$ cat src/logic/ecc_regs.svh
// Register offset, field positions, reset value and drive constants for the current-source control
`ifndef ECC_REGS_SVH
`define ECC_REGS_SVH
`define ECC_CSC_ADDR 8'hD5
`define ECC_CSC_RESET 8'h00
`define ECC_CSC_IMPL_MASK 8'h7F
`define ECC_BIT_BURNOUT 6
`define ECC_BIT_AUX_CORR 5
`define ECC_BIT_PRI_CORR 4
`define ECC_BIT_SRC2_ROUTE 3
`define ECC_BIT_SRC1_ROUTE 2
`define ECC_BIT_SRC2_ON 1
`define ECC_BIT_SRC1_ON 0
`define ECC_SOURCE_UA 200
`endif

$ cat src/logic/ecc_pkg.sv
// Types shared by the current-source control register files
package ecc_pkg;
  typedef struct packed {
    logic burnoutOn;
    logic auxConvCurrentCorrect;
    logic primaryConvCurrentCorrect;
    logic sourceTwoRouteSelect;
    logic sourceOneRouteSelect;
    logic sourceTwoOn;
    logic sourceOneOn;
  } ecc_ctrl_s;
  typedef struct packed {
    logic [1:0] excitationOutA;
    logic [1:0] excitationOutB;
  } ecc_route_s;
  typedef enum logic [1:0] {
    ECC_IDLE,
    ECC_WROTE,
    ECC_READ
  } ecc_acc_e;
endpackage

$ cat src/logic/ecc_current_ctrl.sv
// Current-source control register on the SFR bus, with analog control outputs
`timescale 1ns/1ps
`include "ecc_regs.svh"
module ecc_current_ctrl (
  input wire logic mclk, // Core clock
  input wire logic srst, // Synchronous reset, active high
  input wire logic [7:0] sfrAddr, // SFR address
  input wire logic [7:0] sfrWdata, // SFR write data
  input wire logic sfrWrite, // Byte write strobe
  input wire logic sfrRead, // Byte read strobe
  input wire logic sfrBitOp, // Bit-addressed access marker
  output logic [7:0] sfrRdata, // Read data, zero when not selected
  output logic sfrRdValid, // Read data valid
  output logic burnoutOn, // Both burnout sources on
  output logic auxConvCurrentCorrect, // Aux converter scaling enable
  output logic primaryConvCurrentCorrect, // Primary converter scaling enable
  output logic [1:0] excitationOutA, // Sources driving DAC-shared pin
  output logic [1:0] excitationOutB // Sources driving AIN5-shared pin
);
  ////////////////////////////////////////////////////////////////////////////
  logic wrHit;
  logic rdHit;
  logic [6:0] ctrlBits;
  logic [6:0] next_ctrlBits;
  ecc_pkg::ecc_ctrl_s ctrl;
  ecc_pkg::ecc_route_s route;
  logic [7:0] next_sfrRdata;
  logic next_sfrRdValid;
  logic next_burnoutOn;
  logic next_auxCorr;
  logic next_priCorr;
  logic [1:0] next_outA;
  logic [1:0] next_outB;

  ecc_sfr_decode uDecode (
    .sfrAddr(sfrAddr),
    .sfrWrite(sfrWrite),
    .sfrRead(sfrRead),
    .sfrBitOp(sfrBitOp),
    .wrHit(wrHit),
    .rdHit(rdHit)
  );

  assign ctrl = ecc_pkg::ecc_ctrl_s'(ctrlBits);

  ecc_route uRoute (
    .ctrl(ctrl),
    .route(route)
  );

  ////////////////////////////////////////////////////////////////////////////
  // Next register and output values; bit 7 is never stored
  always_comb begin
    next_ctrlBits = ctrlBits;
    if (wrHit) begin
      next_ctrlBits = sfrWdata[6:0];
    end
    next_sfrRdata = 8'h00;
    if (rdHit) begin
      next_sfrRdata = {1'b0, ctrlBits};
    end
    next_sfrRdValid = rdHit;
    // Outputs follow the stored byte one cycle later, so they stay flop-driven
    next_burnoutOn = ctrl.burnoutOn;
    next_auxCorr = ctrl.auxConvCurrentCorrect;
    next_priCorr = ctrl.primaryConvCurrentCorrect;
    next_outA = route.excitationOutA;
    next_outB = route.excitationOutB;
  end

  // Registers; reset clears everything so all sources start off
  always_ff @(posedge mclk) begin
    if (srst) begin
      ctrlBits <= 7'(`ECC_CSC_RESET);
      sfrRdata <= 8'h00;
      sfrRdValid <= 1'b0;
      burnoutOn <= 1'b0;
      auxConvCurrentCorrect <= 1'b0;
      primaryConvCurrentCorrect <= 1'b0;
      excitationOutA <= 2'h0;
      excitationOutB <= 2'h0;
    end else begin
      ctrlBits <= next_ctrlBits;
      sfrRdata <= next_sfrRdata;
      sfrRdValid <= next_sfrRdValid;
      burnoutOn <= next_burnoutOn;
      auxConvCurrentCorrect <= next_auxCorr;
      primaryConvCurrentCorrect <= next_priCorr;
      excitationOutA <= next_outA;
      excitationOutB <= next_outB;
    end
  end
endmodule

$ cat src/logic/ecc_sfr_decode.sv
// SFR bus decode for the current-source control byte
`timescale 1ns/1ps
`include "ecc_regs.svh"
module ecc_sfr_decode (
  input wire logic [7:0] sfrAddr, // SFR address
  input wire logic sfrWrite, // Byte write strobe
  input wire logic sfrRead, // Byte read strobe
  input wire logic sfrBitOp, // Bit-addressed access marker
  output logic wrHit, // Byte write to this register
  output logic rdHit // Byte read of this register
);
  // Bit-addressed cycles are never a hit: register is byte-only
  always_comb begin
    wrHit = sfrWrite && !sfrBitOp && (sfrAddr == `ECC_CSC_ADDR);
    rdHit = sfrRead && !sfrBitOp && (sfrAddr == `ECC_CSC_ADDR);
  end
endmodule

$ cat src/logic/ecc_route.sv
// Routing of the two excitation sources onto their pins
`timescale 1ns/1ps
module ecc_route (
  input wire ecc_pkg::ecc_ctrl_s ctrl, // Current control fields
  output ecc_pkg::ecc_route_s route // Per-pin source drive
);
  // Each pin gathers every enabled source routed to it; no exclusion, so both may stack
  always_comb begin
    route.excitationOutA[0] = ctrl.sourceOneOn && !ctrl.sourceOneRouteSelect;
    route.excitationOutB[0] = ctrl.sourceOneOn && ctrl.sourceOneRouteSelect;
    route.excitationOutA[1] = ctrl.sourceTwoOn && ctrl.sourceTwoRouteSelect;
    route.excitationOutB[1] = ctrl.sourceTwoOn && !ctrl.sourceTwoRouteSelect;
  end
endmodule

$ cat config.mk
export PLATFORM = sky130hd
export DESIGN_NAME = ecc_current_ctrl
export DESIGN_NICKNAME = d
export VERILOG_FILES = /design/src/logic/ecc_pkg.sv /design/src/logic/ecc_current_ctrl.sv /design/src/logic/ecc_sfr_decode.sv /design/src/logic/ecc_route.sv
export VERILOG_INCLUDE_DIRS = /design/src /design/src/logic
export SDC_FILE = /design/constraint.sdc
export NUM_CORES = 1
export LEC_CHECK = 0
export BUFFER_PORTS_ARGS = -buffer_cell sky130_fd_sc_hd__buf_2
export CORE_MARGIN = 4
export CORE_UTILIZATION = 32
export DETAILED_ROUTE_END_ITERATION = 8
export SLEW_MARGIN = 10
export SYNTH_ARGS = -nofsm -noshare
export SYNTH_HDL_FRONTEND = slang
export SYNTH_SLANG_ARGS = --single-unit
$ cat constraint.sdc
create_clock -name mclk -period 3.8 [get_ports mclk]
set_input_delay 0.76 -clock mclk [delete_from_list [all_inputs] [get_ports mclk]]
set_output_delay 0.76 -clock mclk [all_outputs]
set_load 0.05 [all_outputs]
==> results.md <==
- Status: completed
- Seq/Total Area, Yosys: 55.4%
- Detailed-route DRC error count: 0
- CTS tree: built
- Nets: 126
- Root buf cell: clkbuf_4
- I/O pins: 37
- Layout cells sized above 1: 43.3%
- Min cycle time layout: 1.70 ns
- # setup viols final: 0
- Max cap viols: 0
- First-pass GRT wire length: 2120 µm
- Clock Skew: 0.00638 ns
- Num rows: 17
- Reg2Reg Depth: 2
- Core area: 2300 µm²
- Net switching fraction of the power: 18.9%
- Total chip power: 430 µW
- Fin worst setup slack: 2.10 ns
- RSZ-0062 raised after global routing: no
- Largest net degree at the start of global routing: 20
- Drt wl/cell: 10.2 µm
- Crit path kind: input pin to register
- Switching pwr: 81.1 µW
- GRT Util Overall: 8.31%
- Fin Hold WS: 0.463 ns
- Initial Utilization: 34.6%
- CP arrival: 1.94 ns
- Vias in the first global route: 478
- Yosys cell types: 15
- CTS Buf Count: 3
- Final WL: 1350 µm
- Int Power: 349 µW
- Cts hold-fix bufs: 0
- Startpoint class of the critical path: input pin
- Hold Path Stages: 1
- Width of the die: 57.8 µm
- Register clock-pin slew on the reported worst setup and hold paths: 0.12 ns
- Relative slew slack: 54.8%
- Routability cong.: 0.637
- DP Worst Slack: 1.77 ns
- Tcrit/Tclk final: 44.8%
- Placed instance area: 973 µm²
- R2r startpoint: ctrl[2]
- Post-CTS Setup Bufs: 0
- CTS sink count: 22
- Clk buf depth: 2
- Total gr overflow: 0
- Via-per-instance ratio: 4.30
- Seq pwr share: 53.6%
- Register bit count reported by yosys: 22
- Routed Antenna Nets: 0
- Worst hold endpoint: excitationOutB[1]
- Worst-Margin Slew: 0.674 ns
- Detailed Routing Iterations Pass 1: 3
- DRT iter0 DRCs: 10
- Combinational share of power: 5.2%
- Worst Setup End Kind: register
- Data required, critical path: 4.04 ns
- Pwr dens: 419 nW/µm²
- Slew Limit Fails: 0
- Fin. Hold Viols: 0
- Max FO, Critical Path: 7
- R2R Setup Slk: 3.13 ns
- Initial antenna violation count: 0
- Max Fclk: 588 MHz
- HP Class: register to register
- Lkg Pwr: 0.464 nW
- Worst R2R End: sfrRdata[2]
- Clock Latency Late Sink: 0.30 ns
- Cell area after synthesis: 795 µm²
- Htree depth: 1
- Synth warn: 0
- Vias: 568
- Syn avg cell area: 11.4 µm²
- Post-route cell area: 1030 µm²
- Total negative setup slack: 0 ns
- Syn_nets: 91
- Die ar.: 3340 µm²
- Clk pwr share: 41.1%
- Post_cts resized: 0
- Min-delay src: ctrl[3]
- Final HPWL DP: 1040 µm
- Die height: 57.8 µm
- Post-synthesis instance total: 70
- Area Overhead vs Synth: 29.1%
- Peak supply drop: 0.212 mV
- Ant. Diodes: 0
- Port bufs: 34
-- power groups by stage --
stage | Sequential, mW | Combinational (mW) | Clock (mW)
after floorplan | 0.236 | 0.0115 | 0
after global placement | 0.236 | 0.0223 | 0
after detailed placement | 0.236 | 0.0227 | 0
after CTS | 0.231 | 0.0228 | 0.180
after global routing | 0.231 | 0.0251 | 0.192
final | 0.231 | 0.0226 | 0.177
-- cells in the mapped netlist, drive strengths merged --
library cell  number  area share (%)
or4                1             1.4
nor3               2             2.5
dfxtp             22              55
clkbuf             2            0.95
nand2b            14              11
nor2               8             3.8
buf                2             2.4
conb               1            0.47
nor4               1             2.7
nand4bb            1             3.5
inv                5             2.4
nand4              2             1.6
mux2i              7             8.8
nor3b              2             3.1
-- area by class of cell --
| class | count | area [µm²] |
|---|---|---|
| fill | 237 | 1270 |
| sequential | 22 | 440 |
| multi-input combinational | 39 | 309 |
| timing repair buffer | 34 | 170 |
| tap | 28 | 35.0 |
| clock inverter | 1 | 30.0 |
| clock buffer | 3 | 22.5 |
| inverter | 5 | 18.8 |
-- flip-flops by register name (all words and copies together) (netlist names) --
name / count
ctrl: 7
excitationOutA: 2
auxConvCurrentCorrect: 1
primaryConvCurrentCorrect: 1
sfrRdata: 7
excitationOutB: 2
sfrRdValid: 1
burnoutOn: 1
-- kinds of logic (layout without fill, tap and decap cells) --
group	count (synthesis)	in the layout	share of synthesized area [%]
buffers and inverters	9	43	5.67
flip-flops	22	22	55.4
multiplexers	7	7	8.82
other	1	1	0.472
AND/OR/NAND/NOR	31	31	29.6
-- worst max-delay path by stage --
| stage | from | endpoint | depth (start not counted) |
|---|---|---|---|
| floorplan | sfrAddr[3] | sfrRdata[0] | 4 |
| global placement | sfrAddr[3] | ctrl[1] | 4 |
| detailed placement | sfrAddr[3] | ctrl[2] | 4 |
| CTS | sfrAddr[3] | ctrl[2] | 4 |
| global route | sfrAddr[3] | ctrl[2] | 4 |
| finish | sfrAddr[3] | ctrl[2] | 4 |
-- cell usage in the layout (no fill, tap or decap) --
master / count
buf_2: 34
bufinv_16: 1
clkbuf_4: 3
conb_1: 1
dfxtp_1: 22
inv_1: 5
mux2i_1: 7
nand2b_1: 14
nand4_1: 2
nand4bb_4: 1
nor2_1: 8
nor3_2: 2
nor3b_2: 2
nor4_4: 1
or4_4: 1
-- per-stage QoR --
stage	instances	util [%]
2_1_floorplan	70	-
3_3_place_gp	128	42.4
3_5_place_dp	128	42.4
4_1_cts	132	44.7
5_1_grt	132	44.7
6_report	132	44.7
-- critical path, cell delays in order --
cell	delay [ns]
buf_2	0.09
nand4bb_4	0.23
nor4_4	0.60
mux2i_1	0.26
-- layer usage --
metal  routed length, µm  GRT usage (%)  part of all wire (%)  vias to the layer above
met3                 155           2.90                    12                        4
met5                   0              0                     0                        -
met4                  31           4.97                   2.3                        0
met2                 575           12.9                    43                       30
li1                    -              -                     -                      289
met1                 583           9.83                    43                      245
Power figures use the tool's default switching activity.
